File: src/rtl/slpr_consts.svh
// Offsets, field positions, reset values and fixed field contents of the link parameter bank
`ifndef SLPR_CONSTS_SVH
`define SLPR_CONSTS_SVH

// ==========================================================
// Register offsets
`define SLPR_ADDR_DESCRAMBLE_LANE_COUNT 12'h453
`define SLPR_ADDR_OCTETS_PER_FRAME      12'h454
`define SLPR_ADDR_FRAMES_PER_MULTIFRAME 12'h455
`define SLPR_ADDR_CONVERTERS_PER_DEVICE 12'h456
`define SLPR_ADDR_CONTROL_BITS_RES      12'h457
`define SLPR_ADDR_SUBCLASS_SAMPLE_WIDTH 12'h458
`define SLPR_ADDR_VERSION_SAMPLES       12'h459

// ==========================================================
// Field positions
`define SLPR_DESCRAMBLE_BIT             7
`define SLPR_UPPER_FIELD_MSB            7
`define SLPR_UPPER_FIELD_LSB            5
`define SLPR_LOW_FIELD_MSB              4

// ==========================================================
// Reset values of writable fields
`define SLPR_RST_DESCRAMBLE             1'h1
`define SLPR_RST_FRAMES_M1              5'h1F
`define SLPR_RST_SUBCLASS               3'h0
`define SLPR_RST_VERSION                3'h0

// ==========================================================
// Fixed read-only contents (counts minus one, except the control bit count, which is stored as is)
`define SLPR_LANE_COUNT_M1              5'h07
`define SLPR_OCTETS_M1                  8'h00
`define SLPR_CONVERTERS_M1              8'h01
`define SLPR_CONTROL_BITS               2'h0
`define SLPR_RESOLUTION_M1              5'h0F
`define SLPR_SAMPLE_BITS_M1             5'h0F
`define SLPR_SAMPLES_M1                 5'h01

// ==========================================================
// Codes of subclass and interface version
`define SLPR_SUBCLASS_0                 3'h0
`define SLPR_SUBCLASS_1                 3'h1
`define SLPR_VERSION_A                  3'h0
`define SLPR_VERSION_B                  3'h1

`endif

File: src/rtl/slpr_pkg.sv
// Types shared by the link parameter bank
package slpr_pkg;
  // ==========================================================
  // Register bus types
  typedef logic [11:0] slpr_addr_t;
  typedef logic [7:0]  slpr_byte_t;
endpackage : slpr_pkg

File: src/rtl/slpr_regs.sv
// Link parameter register bank of the serial lane receiver
`timescale 1ns/1ps
`include "slpr_consts.svh"

module slpr_regs (
  // Clock and reset
  input  wire logic             clk,
  input  wire logic             arst_n,
  // Register port
  input  wire logic             reg_wr,
  input  wire logic             reg_rd,
  input  wire slpr_pkg::slpr_addr_t reg_addr,
  input  wire slpr_pkg::slpr_byte_t reg_wdata,
  output logic                  reg_rvalid,
  output slpr_pkg::slpr_byte_t  reg_rdata,
  // Link core state
  input  wire logic             link_soft_reset,
  // Settings towards the link core
  output logic                  descramble_enable,
  output logic [4:0]            frames_per_multiframe_m1,
  output logic [2:0]            device_subclass,
  output logic [2:0]            interface_version
);

  // ==========================================================
  // Address decode, shared by the write and read paths
  function automatic logic hit(input slpr_pkg::slpr_addr_t a, input slpr_pkg::slpr_addr_t off);
    hit = (a == off);
  endfunction : hit

  // Writes land only while the core is parked, so a live link never sees a torn setting
  logic wr_ok;
  assign wr_ok = reg_wr && link_soft_reset;

  // ==========================================================
  // Writable settings
  logic       next_descramble_enable;
  logic [4:0] next_frames_per_multiframe_m1;
  logic [2:0] next_device_subclass;
  logic [2:0] next_interface_version;

  // One address per cycle, so the order of the chain never hides a second write
  // Next values; unsupported codes are dropped and the old setting kept
  always_comb begin
    next_descramble_enable        = descramble_enable;
    next_frames_per_multiframe_m1 = frames_per_multiframe_m1;
    next_device_subclass          = device_subclass;
    next_interface_version        = interface_version;
    if (wr_ok && hit(reg_addr, `SLPR_ADDR_DESCRAMBLE_LANE_COUNT)) begin
      next_descramble_enable = reg_wdata[`SLPR_DESCRAMBLE_BIT];
    end else if (wr_ok && hit(reg_addr, `SLPR_ADDR_FRAMES_PER_MULTIFRAME)) begin
      next_frames_per_multiframe_m1 = reg_wdata[`SLPR_LOW_FIELD_MSB:0];
    end else if (wr_ok && hit(reg_addr, `SLPR_ADDR_SUBCLASS_SAMPLE_WIDTH)) begin
      if (reg_wdata[`SLPR_UPPER_FIELD_MSB:`SLPR_UPPER_FIELD_LSB] == `SLPR_SUBCLASS_0 ||
          reg_wdata[`SLPR_UPPER_FIELD_MSB:`SLPR_UPPER_FIELD_LSB] == `SLPR_SUBCLASS_1) begin
        next_device_subclass = reg_wdata[`SLPR_UPPER_FIELD_MSB:`SLPR_UPPER_FIELD_LSB];
      end
    end else if (wr_ok && hit(reg_addr, `SLPR_ADDR_VERSION_SAMPLES)) begin
      if (reg_wdata[`SLPR_UPPER_FIELD_MSB:`SLPR_UPPER_FIELD_LSB] == `SLPR_VERSION_A ||
          reg_wdata[`SLPR_UPPER_FIELD_MSB:`SLPR_UPPER_FIELD_LSB] == `SLPR_VERSION_B) begin
        next_interface_version = reg_wdata[`SLPR_UPPER_FIELD_MSB:`SLPR_UPPER_FIELD_LSB];
      end
    end
  end

  // Reset values are the ones the link core expects before anyone writes
  // Register the settings
  always_ff @(posedge clk or negedge arst_n) begin
    if (!arst_n) begin
      descramble_enable        <= `SLPR_RST_DESCRAMBLE;
      frames_per_multiframe_m1 <= `SLPR_RST_FRAMES_M1;
      device_subclass          <= `SLPR_RST_SUBCLASS;
      interface_version        <= `SLPR_RST_VERSION;
    end else begin
      descramble_enable        <= next_descramble_enable;
      frames_per_multiframe_m1 <= next_frames_per_multiframe_m1;
      device_subclass          <= next_device_subclass;
      interface_version        <= next_interface_version;
    end
  end

  // ==========================================================
  // Read path
  logic                 next_reg_rvalid;
  slpr_pkg::slpr_byte_t next_reg_rdata;

  // A read beside a write answers the old value; the write lands at that same edge
  // Read mux; fixed fields are constants, so the octet count can never steer the core
  always_comb begin
    next_reg_rvalid = reg_rd;
    next_reg_rdata  = 8'h00; // Unmapped and reserved read zero
    if (!reg_rd) begin
      next_reg_rdata = 8'h00;
    end else if (hit(reg_addr, `SLPR_ADDR_DESCRAMBLE_LANE_COUNT)) begin
      next_reg_rdata = {descramble_enable, 2'h0, `SLPR_LANE_COUNT_M1};
    end else if (hit(reg_addr, `SLPR_ADDR_OCTETS_PER_FRAME)) begin
      next_reg_rdata = `SLPR_OCTETS_M1;
    end else if (hit(reg_addr, `SLPR_ADDR_FRAMES_PER_MULTIFRAME)) begin
      next_reg_rdata = {3'h0, frames_per_multiframe_m1};
    end else if (hit(reg_addr, `SLPR_ADDR_CONVERTERS_PER_DEVICE)) begin
      next_reg_rdata = `SLPR_CONVERTERS_M1;
    end else if (hit(reg_addr, `SLPR_ADDR_CONTROL_BITS_RES)) begin
      next_reg_rdata = {`SLPR_CONTROL_BITS, 1'h0, `SLPR_RESOLUTION_M1};
    end else if (hit(reg_addr, `SLPR_ADDR_SUBCLASS_SAMPLE_WIDTH)) begin
      next_reg_rdata = {device_subclass, `SLPR_SAMPLE_BITS_M1};
    end else if (hit(reg_addr, `SLPR_ADDR_VERSION_SAMPLES)) begin
      next_reg_rdata = {interface_version, `SLPR_SAMPLES_M1};
    end
  end

  // Zero between answers, so a stale byte can never pass for a fresh one
  // Register the read answer
  always_ff @(posedge clk or negedge arst_n) begin
    if (!arst_n) begin
      reg_rvalid <= 1'b0;
      reg_rdata  <= 8'h00;
    end else begin
      reg_rvalid <= next_reg_rvalid;
      reg_rdata  <= next_reg_rdata;
    end
  end

  // ==========================================================
  // Checks
  a_descr_write_lands: assert property (@(posedge clk) disable iff (!arst_n)
    (wr_ok && reg_addr == `SLPR_ADDR_DESCRAMBLE_LANE_COUNT) |=> descramble_enable == $past(reg_wdata[7]))
    else $error("descramble enable did not follow write");
  a_live_hold: assert property (@(posedge clk) disable iff (!arst_n)
    !link_soft_reset |=> $stable({descramble_enable, frames_per_multiframe_m1, device_subclass, interface_version}))
    else $error("setting changed outside soft reset");
  a_lane_readback: assert property (@(posedge clk) disable iff (!arst_n)
    (reg_rd && reg_addr == `SLPR_ADDR_DESCRAMBLE_LANE_COUNT) |=> reg_rvalid && reg_rdata[6:0] == 7'h07)
    else $error("lane count readback wrong");
  a_octet_readback: assert property (@(posedge clk) disable iff (!arst_n)
    (reg_rd && reg_addr == `SLPR_ADDR_OCTETS_PER_FRAME) |=> reg_rdata == 8'h00)
    else $error("octet count readback wrong");
  a_frames_readback: assert property (@(posedge clk) disable iff (!arst_n)
    (reg_rd && reg_addr == `SLPR_ADDR_FRAMES_PER_MULTIFRAME) |=> reg_rdata == {3'h0, $past(frames_per_multiframe_m1)})
    else $error("frames per multiframe readback wrong");
  a_conv_readback: assert property (@(posedge clk) disable iff (!arst_n)
    (reg_rd && reg_addr == `SLPR_ADDR_CONVERTERS_PER_DEVICE) |=> reg_rdata == 8'h01)
    else $error("converter count readback wrong");
  a_ctrl_res_readback: assert property (@(posedge clk) disable iff (!arst_n)
    (reg_rd && reg_addr == `SLPR_ADDR_CONTROL_BITS_RES) |=> reg_rdata == 8'h0F)
    else $error("control bits or resolution readback wrong");
  a_subclass_legal: assert property (@(posedge clk) disable iff (!arst_n)
    device_subclass == 3'h0 || device_subclass == 3'h1)
    else $error("unsupported subclass selected");
  a_np_readback: assert property (@(posedge clk) disable iff (!arst_n)
    (reg_rd && reg_addr == `SLPR_ADDR_SUBCLASS_SAMPLE_WIDTH) |=> reg_rdata == {$past(device_subclass), 5'h0F})
    else $error("sample width readback wrong");
  a_version_legal: assert property (@(posedge clk) disable iff (!arst_n)
    interface_version == 3'h0 || interface_version == 3'h1)
    else $error("unsupported interface version held");
  a_samples_readback: assert property (@(posedge clk) disable iff (!arst_n)
    (reg_rd && reg_addr == `SLPR_ADDR_VERSION_SAMPLES) |=> reg_rdata == {$past(interface_version), 5'h01})
    else $error("samples per frame readback wrong");
  a_idle_zero: assert property (@(posedge clk) disable iff (!arst_n)
    !reg_rd |=> !reg_rvalid && reg_rdata == 8'h00)
    else $error("read data not zero when idle");

  // ==========================================================
  // Checks on the write path; a write to another address must leave descramble enable and frames per multiframe alone
  a_frames_write_lands: assert property (@(posedge clk) disable iff (!arst_n)
    (wr_ok && reg_addr == `SLPR_ADDR_FRAMES_PER_MULTIFRAME) |=>
      frames_per_multiframe_m1 == $past(reg_wdata[4:0]))
    else $error("frames per multiframe did not follow write");
  a_descr_hold: assert property (@(posedge clk) disable iff (!arst_n)
    (reg_wr && reg_addr != `SLPR_ADDR_DESCRAMBLE_LANE_COUNT) |=> $stable(descramble_enable))
    else $error("descramble enable moved on a foreign write");
  a_frames_hold: assert property (@(posedge clk) disable iff (!arst_n)
    (reg_wr && reg_addr != `SLPR_ADDR_FRAMES_PER_MULTIFRAME) |=> $stable(frames_per_multiframe_m1))
    else $error("frames per multiframe moved on a foreign write");
  a_subclass_lands: assert property (@(posedge clk) disable iff (!arst_n)
    (wr_ok && reg_addr == `SLPR_ADDR_SUBCLASS_SAMPLE_WIDTH && reg_wdata[7:5] <= 3'h1) |=>
      device_subclass == $past(reg_wdata[7:5]))
    else $error("supported subclass write dropped");
  a_subclass_refused: assert property (@(posedge clk) disable iff (!arst_n)
    (wr_ok && reg_addr == `SLPR_ADDR_SUBCLASS_SAMPLE_WIDTH && reg_wdata[7:5] > 3'h1) |=>
      $stable(device_subclass))
    else $error("unsupported subclass write taken");
  a_version_lands: assert property (@(posedge clk) disable iff (!arst_n)
    (wr_ok && reg_addr == `SLPR_ADDR_VERSION_SAMPLES && reg_wdata[7:5] <= 3'h1) |=>
      interface_version == $past(reg_wdata[7:5]))
    else $error("supported version write dropped");
  a_version_refused: assert property (@(posedge clk) disable iff (!arst_n)
    (wr_ok && reg_addr == `SLPR_ADDR_VERSION_SAMPLES && reg_wdata[7:5] > 3'h1) |=>
      $stable(interface_version))
    else $error("unsupported version write taken");

  // ==========================================================
  // Checks on the read path; reserved and fixed bits must never leak state
  a_descr_readback: assert property (@(posedge clk) disable iff (!arst_n)
    (reg_rd && reg_addr == `SLPR_ADDR_DESCRAMBLE_LANE_COUNT) |=> reg_rdata[7] == $past(descramble_enable))
    else $error("descramble enable readback wrong");
  a_lane_reserved: assert property (@(posedge clk) disable iff (!arst_n)
    (reg_rd && reg_addr == `SLPR_ADDR_DESCRAMBLE_LANE_COUNT) |=> reg_rdata[6:5] == 2'h0)
    else $error("reserved lane bits not zero");
  a_ctrl_bits_zero: assert property (@(posedge clk) disable iff (!arst_n)
    (reg_rd && reg_addr == `SLPR_ADDR_CONTROL_BITS_RES) |=> reg_rdata[7:6] == 2'h0)
    else $error("control bits per sample not zero");
  a_res_readback: assert property (@(posedge clk) disable iff (!arst_n)
    (reg_rd && reg_addr == `SLPR_ADDR_CONTROL_BITS_RES) |=> reg_rdata[4:0] == 5'h0F)
    else $error("converter resolution readback wrong");
  a_unmapped_zero: assert property (@(posedge clk) disable iff (!arst_n)
    (reg_rd && (reg_addr < `SLPR_ADDR_DESCRAMBLE_LANE_COUNT || reg_addr > `SLPR_ADDR_VERSION_SAMPLES)) |=>
      reg_rvalid && reg_rdata == 8'h00)
    else $error("unmapped address did not read zero");

endmodule : slpr_regs

File: config.mk
export PLATFORM = sky130hd
export DESIGN_NAME = slpr_regs
export DESIGN_NICKNAME = d
export VERILOG_FILES = /design/src/rtl/slpr_pkg.sv /design/src/rtl/slpr_regs.sv
export VERILOG_INCLUDE_DIRS = /design/src /design/src/rtl
export SDC_FILE = /design/constraint.sdc
export NUM_CORES = 1
export LEC_CHECK = 0
export CAP_MARGIN = 20
export CORE_MARGIN = 2
export CORE_UTILIZATION = 64
export CTS_CLUSTER_DIAMETER = 40
export CTS_CLUSTER_SIZE = 8
export DETAILED_ROUTE_END_ITERATION = 16
export DONT_BUFFER_PORTS = 1
export MAX_ROUTING_LAYER = met4
export PLACE_DENSITY = 0.8
export SYNTH_ARGS = -nofsm -noshare
export SYNTH_HDL_FRONTEND = slang
export SYNTH_SLANG_ARGS = --single-unit
File: constraint.sdc
create_clock -name clk -period 1.7 [get_ports clk]
set_clock_uncertainty 0.15 [all_clocks]
set_input_delay 0.085 -clock clk [delete_from_list [all_inputs] [get_ports clk]]
set_output_delay 0.085 -clock clk [all_outputs]
set_load 0.01 [all_outputs]
==> impl_metrics.yaml, run 1 <==
status:
  outcome: "finished clean"
detailed_routing:
  drtPass1Iterations: 4
  via_per_inst: 5.87
  antenna_left: 0
  drt_iter0_markers: 3
  dr_total_vias: 652
  drc: 0
  post_drt_wl_per_cell_um: 17.3
  finalWirelength_mm: 1.92
synthesis:
  synth_nets: 99
  synth-simple-area-share: 0.280
  synth_top_family_by_area: "simple AND/OR/NAND/NOR gates"
  yosys.area.top_type: "dfrtp_1"
  syn-cell-area_um2: 977
  synth_cells: 74
  synthArstFlopShare: 1.00
  ys_seq_area_frac: 0.545
  synth_area_leaders: "dfrtp_1, dfstp_2, mux2_2"
  synth_compound_area_frac: 0.0384
  yosysMostFrequentCell: "dfrtp_1"
  yosysWarnings: 0
  synthTopCellsByCount: "dfrtp_1, mux2_2, dfstp_2, nor2_1"
  synth_top_area_frac: 0.384
  synth_edf_count: 0
  ys_seq_elements: 21
  synth_ff_type: "dfrtp_1"
  ys_types: 28
  synth-xor-area-share: 0
  synth_mux_area_frac: 0.123
  synth.avg_cell_area_um2: 13.2
  synth_fa_ha_area_frac: 0
finish:
  finalNetCount: 121
  diodes: 0
  final_area_um2: 1210
  syn_to_final_growth_pct: 23.6
  drive_gt1_frac: 0.337
floorplanning:
  dieArea_um2: 1860
  num_rows: 14
  io_pins: 46
  core_area_um2: 1470
  die_w_um: 43.1
  start_util: 0.664
  fp.dieH_um: 43.1
worst_setup_path:
  crit_arrival_ns: 1.61
  slowest_delay_ns: 0.68
  path_cells: "dlygate4sd3_1 -> nor4b_4 -> nand4_1 -> mux2_2"
  worstSetupPathType: "input pin to flip-flop"
  worst_path_max_delay_cell: "dlygate4sd3_1"
  critPathRequiredTime_ns: 1.76
  cp-start-kind: "input pin"
  path_max_fanout: 7
  cp-end-kind: "flip-flop"
grt:
  grt_max_degree: 22
  grt_pass1_wl_mm: 3.19
  grt_overflow_total: 0
  antenna_found_initial: 0
  grt_pass1_vias: 680
  grt_usage: 0.247
timing:
  rsz0062_at_grt: "no"
  finalCriticalPeriod_ns: 1.56
  fmax_ghz: 0.643
  relSlewSlack: 0.415
  final_max_slew_viol_count: 0
  tightest_slew_ns: 0.875
  fin_crit_sh: 0.915
  setup_tns_ns: 0
  setup_viol_count_final: 0
  hold_viol: 0
clock_tree:
  clockBufferDepth: 2
  cts_sinks: 21
  cts_tree: "built"
  clk_transition_reported_paths_ns: 0.11
  cts_root_buf: "clkbuf_4"
  htreeDepth: 1
  numCtsBuffers: 3
  clock_latency_ns: 0.30
min_path:
  holdCritPathClass: "input pin to flip-flop"
power:
  vdd_drop_max_mv: 0.563
  power.leakage_nw: 0.529
  power_w: 0.000827
  pwr_density_cell_nw_per_um2: 685
placement:
  dp_hpwl_mm: 1.19
  placed_area_um2: 985
  globalplace.congestion: 0.724
  port_buffers: 0
run:
  drv_cap: 0
-- cells by family after synthesis --
logic type	after synthesis
and+or+nand+nor	34
AOI/OAI and AO/OA	6
DFF	21
muxes	11
buffers and inverters	2
-- critical path: cells and delay by family --
kind,cells,cell delay [ns]
muxes,1,0.30
buffers and inverters,1,0.68
and+or+nand+nor,2,0.54
-- metrics by stage --
stage               utilization  worst slack [ns]  std cells  hold WS (ns)
finish                    0.821             0.145        111       0.00916
global route              0.821            0.0497        111        0.0122
CTS                       0.810            0.0646        110       0.00100
detailed placement        0.669             0.335         88        -0.360
global placement          0.669             0.374         88        -0.360
floorplan                     -             0.429         74        -0.361
-- where the power goes --
group          switching [W]  internal (W)  total (W)  leakage [nW]
sequential        0.00000154      0.000502   0.000504         0.269
clock               0.000147     0.0000917   0.000239        0.0150
combinational      0.0000380     0.0000468  0.0000849         0.244
-- timing repair --
| item | in CTS | in global routing |
|---|---|---|
| gates resized for setup | 0 | 1 |
| setup endpoints to repair | 0 | 2 |
| endpoints found under the hold margin | 42 | 0 |
| hold buffers | 18 | 0 |
| setup buffers | 0 | 1 |
-- layout make-up --
type	count	area [µm²]
timing repair buffer	19	188
sequential	21	533
fill	95	264
tap	16	20.0
multi-input combinational	51	440
clock buffer	4	26.3
-- layout by cell type (no fill, tap or decap) --
| master | instances |
|---|---|
| nor2b_1 | 1 |
| nand3_2 | 1 |
| or4bb_1 | 1 |
| nand4_4 | 1 |
| clkbuf_1 | 1 |
| o21ai_0 | 1 |
| a21oi_1 | 2 |
| a31oi_1 | 1 |
| a2bb2oi_1 | 1 |
| nor4bb_1 | 2 |
| nor3_1 | 4 |
| dfrtp_1 | 15 |
| dlygate4sd3_1 | 18 |
| and2_1 | 1 |
| dfstp_2 | 6 |
| a21o_1 | 1 |
| nand4_1 | 3 |
| nor2_1 | 5 |
| nand3_1 | 2 |
| and4bb_2 | 3 |
| clkbuf_4 | 3 |
| or2_2 | 2 |
| mux2_2 | 8 |
| buf_4 | 1 |
| mux2i_1 | 3 |
| nor4b_4 | 2 |
| nand2_1 | 1 |
| or3b_2 | 1 |
| and2_2 | 4 |
-- final timing paths --
kind	from	to	slack (ns)	cells past startpoint
min	reg_addr[0]	interface_version[2]	0.009	3
min reg2reg	frames_per_multiframe_m1[4]	reg_rdata[4]	0.40	2
max in group asynchronous	arst_n	interface_version[0]	0.69	1
min in group asynchronous	arst_n	reg_rdata[6]	0.17	1
max	reg_addr[0]	device_subclass[0]	0.14	4
max reg2reg	frames_per_multiframe_m1[0]	reg_rdata[0]	0.50	3
-- sequential cells by signal, indices dropped and copies added (netlist names) --
register and cells:
reg_rdata 8, frames_per_multiframe_m1 5, device_subclass 3, interface_version 3, descramble_enable 1, reg_rvalid 1
-- per-layer routing --
| metal | share of wire | GRT usage | routed length (µm) | vias to the layer above |
|---|---|---|---|---|
| li1 | - | - | - | 316 |
| met1 | 0.43 | 0.304 | 819 | 301 |
| met2 | 0.49 | 0.397 | 940 | 30 |
| met3 | 0.058 | 0.0340 | 112 | 5 |
| met4 | 0.022 | 0.127 | 42 | 0 |
| met5 | 0 | - | 0 | - |
No activity file was read; power rests on OpenSTA's default activity.
==> inputs of run 2 (changes only) <==
--- a/config.mk
+++ b/config.mk
@@ -6,15 +6,16 @@
 export SDC_FILE = /design/constraint.sdc
 export NUM_CORES = 1
 export LEC_CHECK = 0
+export ABC_AREA = 1
 export CAP_MARGIN = 20
 export CORE_MARGIN = 2
-export CORE_UTILIZATION = 64
+export CORE_UTILIZATION = 65
 export CTS_CLUSTER_DIAMETER = 40
 export CTS_CLUSTER_SIZE = 8
 export DETAILED_ROUTE_END_ITERATION = 16
 export DONT_BUFFER_PORTS = 1
 export MAX_ROUTING_LAYER = met4
-export PLACE_DENSITY = 0.8
+export PLACE_DENSITY = 0.81
 export SYNTH_ARGS = -nofsm -noshare
 export SYNTH_HDL_FRONTEND = slang
 export SYNTH_SLANG_ARGS = --single-unit
==> run 2 against run 1 <==
- the flow now finishes with violations (negative hold slack)
- worst setup slack got worse by 0.034 ns
- via count increased by 63%
- cell count increased by 64%
- routed wire length increased by 49%
- utilization increased by 4.1 points
- worst hold slack got worse by 0.015 ns
- global-route usage increased by 9.6 points
- critical path type unchanged
- critical endpoint is now descramble_enable
- largest power group unchanged
==> impl_metrics.yaml, run 2 <==
floorplanning:
  start_util: 0.713
  dieArea_um2: 2040
  num_rows: 14
  core_area_um2: 1540
  die_w_um: 45.1
  fp.dieH_um: 45.1
  io_pins: 46
worst_setup_path:
  worst_path_max_delay_cell: "dlygate4sd3_1"
  path_cells: "nor2_1 -> dlygate4sd3_1 -> nand4_1 -> a21oi_1 -> dlygate4sd3_1"
  worstSetupPathType: "input pin to flip-flop"
  critPathRequiredTime_ns: 1.82
  r2r_slack_ns: 0.19
  path_max_fanout: 4
  slowest_delay_ns: 0.59
  crit_top_cell: "dlygate4sd3_1"
  reg2reg_to: "descramble_enable"
  crit-reg2reg-launch: "descramble_enable"
  crit_buf_inv: 2
  cp_num_cells: 5
  reg2reg_depth: 3
  cp-start-kind: "input pin"
  cp-end-kind: "flip-flop"
  crit_family: "buffers and inverters"
  crit_arrival_ns: 1.71
clock_tree:
  cts_sinks: 21
  clock_latency_ns: 0.32
  cts_root_buf: "clkbuf_4"
  htreeDepth: 1
  numCtsBuffers: 3
  clockBufferDepth: 2
  clk_transition_reported_paths_ns: 0.12
  cts_tree: "built"
timing:
  finalCriticalPeriod_ns: 1.59
  relSlewSlack: 0.419
  fmax_ghz: 0.629
  hold_viol: 1
  fin_crit_sh: 0.935
  hold_slack_ns: -0.00538
  setup_viol_count_final: 0
  final_max_slew_viol_count: 0
  rsz0062_at_grt: "no"
  tightest_slew_ns: 0.868
  setup_tns_ns: 0
  fin_ws_ns: 0.110
synthesis:
  synth_top_area_frac: 0.341
  ys_types: 18
  syn-cell-area_um2: 1100
  synth_area_leaders: "dfrtp_1, nand2_1, dfstp_2"
  yosysMostFrequentCell: "nand2_1"
  synthTopCellsByCount: "nand2_1, inv_1, dfrtp_1, nor2_1, nand3_1"
  synth_nets: 169
  synth_cells: 144
  yosys.area.top_type: "dfrtp_1"
  ys_seq_area_frac: 0.485
  synth.avg_cell_area_um2: 7.64
  synth_ff_type: "dfrtp_1"
  yosysWarnings: 0
  synth_edf_count: 0
  ys_seq_elements: 21
  synthArstFlopShare: 1.00
power:
  switching_power_w: 0.000214
  p_comb_frac: 0.096
  power_frac_seq: 0.602
  power.leakage_nw: 0.693
  internal-power_w: 0.000624
  vdd_drop_max_mv: 0.481
  switching_share: 0.256
  pwr_density_cell_nw_per_um2: 631
  clock_power_share: 0.302
finish:
  final_common_cell: "nand2_1"
  largest_reg_flops: 8
  final_area_um2: 1330
  top_register: "reg_rdata"
  fill_cells: 87
  diodes: 0
  syn_to_final_growth_pct: 20.7
  finalNetCount: 192
  final_cell_mix: "nand2_1, inv_1, dlygate4sd3_1"
  top_regs: "reg_rdata: 8 flops, frames_per_multiframe_m1: 5 flops"
  drive_gt1_frac: 0.133
  post-route-util: 0.861
min_path:
  holdCritPathClass: "input pin to flip-flop"
  holdPathEnd: "reg_rdata[4]"
  whs_path_depth: 5
  hold_start: "reg_addr[7]"
placement:
  port_buffers: 0
  dp_hpwl_mm: 1.69
  globalplace.congestion: 0.874
  placed_area_um2: 1120
  dpl_worst_slack_ns: 0.481
grt:
  grt_overflow_total: 0
  antenna_found_initial: 0
  grt_pass1_vias: 1084
  grt_usage: 0.343
  grt_max_degree: 22
  grt_pass1_wl_mm: 4.68
status:
  violations: "negative hold slack"
  outcome: "finished with violations"
detailed_routing:
  via_per_inst: 5.85
  post_drt_wl_per_cell_um: 15.7
  drc: 0
  dr_total_vias: 1064
  drtPass1Iterations: 4
  finalWirelength_mm: 2.85
  drt_iter0_markers: 43
  antenna_left: 0
run:
  drv_cap: 0
[run 2: how the worst max path moves through the flow]
stage	start	endpoint
3_3_place_gp	reg_addr[11]	device_subclass[0]
2_1_floorplan	reg_addr[5]	reg_rdata[7]
3_5_place_dp	reg_addr[11]	device_subclass[0]
5_1_grt	reg_addr[2]	descramble_enable
4_1_cts	reg_addr[2]	descramble_enable
6_report	reg_addr[2]	descramble_enable
[run 2: cell families after synthesis]
group           synth area share
compound gates            0.0728
buf+inv                   0.0785
flops                      0.485
simple gates               0.364
[run 2: power by group through the flow]
stage | Combinational [W] | Sequential [W] | Clock (W)
floorplan | 0.0000341 | 0.000513 | 0
global placement | 0.0000383 | 0.000513 | 0
detailed placement | 0.0000401 | 0.000513 | 0
CTS | 0.0000769 | 0.000504 | 0.000238
global route | 0.0000880 | 0.000504 | 0.000276
finish | 0.0000804 | 0.000504 | 0.000253
[run 2: cell type report]
cell class	instances	area (µm²)	share of cell area
Clock buffer	3	22.5	0.0170
Tap cell	16	20.0	0.0151
Clock inverter	1	5.00	0.00377
Sequential cell	21	533	0.402
Inverter	23	86.3	0.0650
Timing Repair Buffer	18	180	0.136
Multi-Input combinational cell	100	480	0.362
[run 2: repair_timing]
item,4_1_cts,5_1_grt
hold endpoints to repair,42,0
hold buffers,18,0
setup buffers,0,0
resized for setup,0,0
[run 2: worst reg2reg max path: cells and delay by family, from the launching register on]
family,cells,cell delay (ns)
AOI/OAI and AO/OA,1,0.11
buffers and inverters,2,0.61
DFF,1,0.59
[run 2: metal layers]
layer  vias up  routed length [µm]  global-route usage  part of all wire
li1        493                   -                   -                 -
met1       498                1000               0.328              0.35
met2        60                1520               0.611              0.53
met3        13                 215              0.0920             0.075
met4         0                 116               0.194             0.041
met5         -                   0                   -                 0
[run 2: metrics by stage]
step / std cells / total power, W
finish: 182 / 0.000838
detailed placement: 160 / 0.000553
floorplan: 144 / 0.000547
global route: 182 / 0.000869
global placement: 160 / 0.000551
CTS: 182 / 0.000819
==> inputs of run 3 (changes only) <==
--- a/config.mk
+++ b/config.mk
@@ -14,6 +14,7 @@
 export CTS_CLUSTER_SIZE = 8
 export DETAILED_ROUTE_END_ITERATION = 16
 export DONT_BUFFER_PORTS = 1
+export HOLD_SLACK_MARGIN = 0.12
 export MAX_ROUTING_LAYER = met4
 export PLACE_DENSITY = 0.81
 export SYNTH_ARGS = -nofsm -noshare
==> run 3 against run 2 <==
- the flow now stops in 4_1_cts
- synthesized area unchanged
- synthesized cell count unchanged
==> impl_metrics.yaml, run 3 <==
floorplanning:
  start_util: 0.713
  num_rows: 14
  die_w_um: 45.1
  io_pins: 46
  fp.dieH_um: 45.1
synthesis:
  yosysMostFrequentCell: "nand2_1"
  synth_area_leaders: "dfrtp_1, nand2_1, dfstp_2"
  synth_top_area_frac: 0.341
  yosysWarnings: 0
  synth_nets: 169
  syn-cell-area_um2: 1100
  synthTopCellsByCount: "nand2_1, inv_1, dfrtp_1, nor2_1, nand3_1"
  ys_seq_elements: 21
  synth_cells: 144
  synthArstFlopShare: 1.00
  synth.avg_cell_area_um2: 7.64
  synth_ff_type: "dfrtp_1"
  synth_edf_count: 0
  yosys.area.top_type: "dfrtp_1"
  ys_seq_area_frac: 0.485
  ys_types: 18
status:
  error_line: "[ERROR DPL-0033] detailed placement checks failed during check placement."
  outcome: "stopped before the end"
  stop_stage: "4_1_cts"
clock_tree:
  cts_root_buf: "clkbuf_4"
  clockBufferDepth: 2
  cts_sinks: 21
  hold_buffers: 39
  numCtsBuffers: 3
  ctsResizeCount: 0
  htreeDepth: 1
  post_cts_buffers: 0
placement:
  dp_hpwl_mm: 1.69
  dp.cells: 160
  port_buffers: 0
  dpl_worst_slack_ns: 0.481
  globalplace.congestion: 0.874
[run 3: metrics by stage]
stage	area [µm²]	util
3_3_place_gp	1120	0.726
3_5_place_dp	1120	0.726
2_1_floorplan	1100	-
[run 3: cells by family after synthesis]
| family | count (synthesis) | synth area share |
|---|---|---|
| DFF | 21 | 0.485 |
| and+or+nand+nor | 85 | 0.364 |
| buffers and inverters | 23 | 0.0785 |
| AOI/OAI and AO/OA | 15 | 0.0728 |
==> inputs of run 4 (changes only) <==
--- a/config.mk
+++ b/config.mk
@@ -8,15 +8,11 @@
 export LEC_CHECK = 0
 export ABC_AREA = 1
 export CAP_MARGIN = 20
-export CORE_MARGIN = 2
-export CORE_UTILIZATION = 65
-export CTS_CLUSTER_DIAMETER = 40
-export CTS_CLUSTER_SIZE = 8
+export CORE_AREA = 2 2 63 65
 export DETAILED_ROUTE_END_ITERATION = 16
+export DIE_AREA = 0 0 65 67
 export DONT_BUFFER_PORTS = 1
-export HOLD_SLACK_MARGIN = 0.12
-export MAX_ROUTING_LAYER = met4
-export PLACE_DENSITY = 0.81
+export PLACE_DENSITY_LB_ADDON = 0.15
 export SYNTH_ARGS = -nofsm -noshare
 export SYNTH_HDL_FRONTEND = slang
 export SYNTH_SLANG_ARGS = --single-unit
==> run 4 against run 3 <==
- the run now ends clean
==> impl_metrics.yaml, run 4 (synthesis gave the netlist of run 2 again) <==
worst_setup_path:
  crit_arrival_ns: 1.38
  cp-end-kind: "flip-flop"
  crit-reg2reg-launch: "frames_per_multiframe_m1[4]"
  critPathRequiredTime_ns: 1.70
  crit_path_start: "reg_wdata[7]"
  cp-start-kind: "input pin"
  path_max_fanout: 3
  worstSetupPathType: "input pin to flip-flop"
timing:
  rsz0062_at_grt: "no"
  final_max_slew_viol_count: 0
  hold_viol: 0
  setup_tns_ns: 0
  fmax_ghz: 0.727
  finalCriticalPeriod_ns: 1.37
  setup_viol_count_final: 0
  hold_slack_ns: 0.0187
  tightest_slew_ns: 0.889
  relSlewSlack: 0.405
  fin_crit_sh: 0.809
detailed_routing:
  drc: 0
  via_per_inst: 4.47
  antenna_left: 0
  dr_total_vias: 930
  post_drt_wl_per_cell_um: 11.8
  drt_iter0_markers: 28
  drtPass1Iterations: 4
  finalWirelength_mm: 2.44
grt:
  grt_pass1_vias: 972
  met3_usage: 0.0507
  grt_usage: 0.133
  grt_max_degree: 22
  grt_overflow_total: 0
  grt_pass1_wl_mm: 4.43
  grt.busiest_layer: "met2"
  antenna_found_initial: 0
  grt_util_met1: 0.152
  grtUsageMet2: 0.235
clock_tree:
  post_cts_buffers: 0
  cts_tree: "built"
  clock_latency_ns: 0.26
  numCtsBuffers: 3
  cts_root_buf: "clkbuf_8"
  hold_buffers: 12
  ctsResizeCount: 0
  clk_transition_reported_paths_ns: 0.07
  clockBufferDepth: 2
  cts_sinks: 21
  htreeDepth: 1
power:
  vdd_drop_max_mv: 0.445
  power.leakage_nw: 0.690
  pwr_density_cell_nw_per_um2: 674
finish:
  diodes: 0
  final_area_um2: 1330
  top_regs: "reg_rdata: 8 flops, frames_per_multiframe_m1: 5 flops"
  syn_to_final_growth_pct: 20.6
  fill_cells: 390
  finalNetCount: 186
  final_cell_mix: "nand2_1, inv_1, dfrtp_1"
  final_common_cell: "nand2_1"
  layout.cells.non_filler: 208
  multi_input_area_um2: 480
  drive_gt1_frac: 0.138
  largest_reg_flops: 8
  ff_latch_area_um2: 533
  top_register: "reg_rdata"
floorplanning:
  fp.dieH_um: 67
  num_rows: 22
  die_w_um: 65
  io_pins: 46
  core_area_um2: 3610
  dieArea_um2: 4360
  start_util: 0.305
placement:
  port_buffers: 0
  dp_hpwl_mm: 2.05
  placed_area_um2: 1160
  dp.cells: 192
  globalplace.congestion: 0.882
run:
  drv_cap: 0
status:
  outcome: "finished clean"
min_path:
  holdCritPathClass: "input pin to flip-flop"
  hold_start: "reg_addr[2]"
run 4: final timing paths:
path	to	slack, ns	depth (start not counted)
max	interface_version[0]	0.33	7
min	reg_rdata[5]	0.02	5
max reg2reg	reg_rdata[4]	0.45	2
min reg2reg	descramble_enable	0.36	2
max in group asynchronous	device_subclass[2]	0.61	1
min in group asynchronous	reg_rdata[3]	0.24	1
run 4: cell type report:
class / instances / area share
Clock buffer: 3 / 0.0311
Clock inverter: 1 / 0.00377
Inverter: 23 / 0.0651
Multi-Input combinational cell: 100 / 0.362
Sequential cell: 21 / 0.402
Tap cell: 48 / 0.0453
Timing Repair Buffer: 12 / 0.0906
run 4: metal layers:
metal | vias up | wire length, µm
met1 | 416 | 993
li1 | 484 | -
met2 | 28 | 1260
met3 | 2 | 176
met5 | - | 0
met4 | 0 | 17
run 4: worst max-delay path: stages:
cell	delay, ns
dlygate4sd3_1	0.57
nor2_1	0.22
nand2_1	0.08
a21oi_1	0.19
nand3_2	0.11
nand2_1	0.07
nand2_1	0.04
run 4: through the flow:
stage	setup WS, ns	power (W)	util
final	0.325	0.000894	0.368
after global routing	0.224	0.000944	0.368
after CTS	0.313	0.000910	0.368
after detailed placement	0.447	0.000554	0.322
after global placement	0.494	0.000553	0.322
after floorplan	0.641	0.000547	-
run 4: report_power, final:
group | leakage (nW) | internal (W) | switching, W
clock | 0.0255 | 0.000163 | 0.000154
combinational | 0.394 | 0.0000299 | 0.0000440
sequential | 0.270 | 0.000502 | 0.00000171
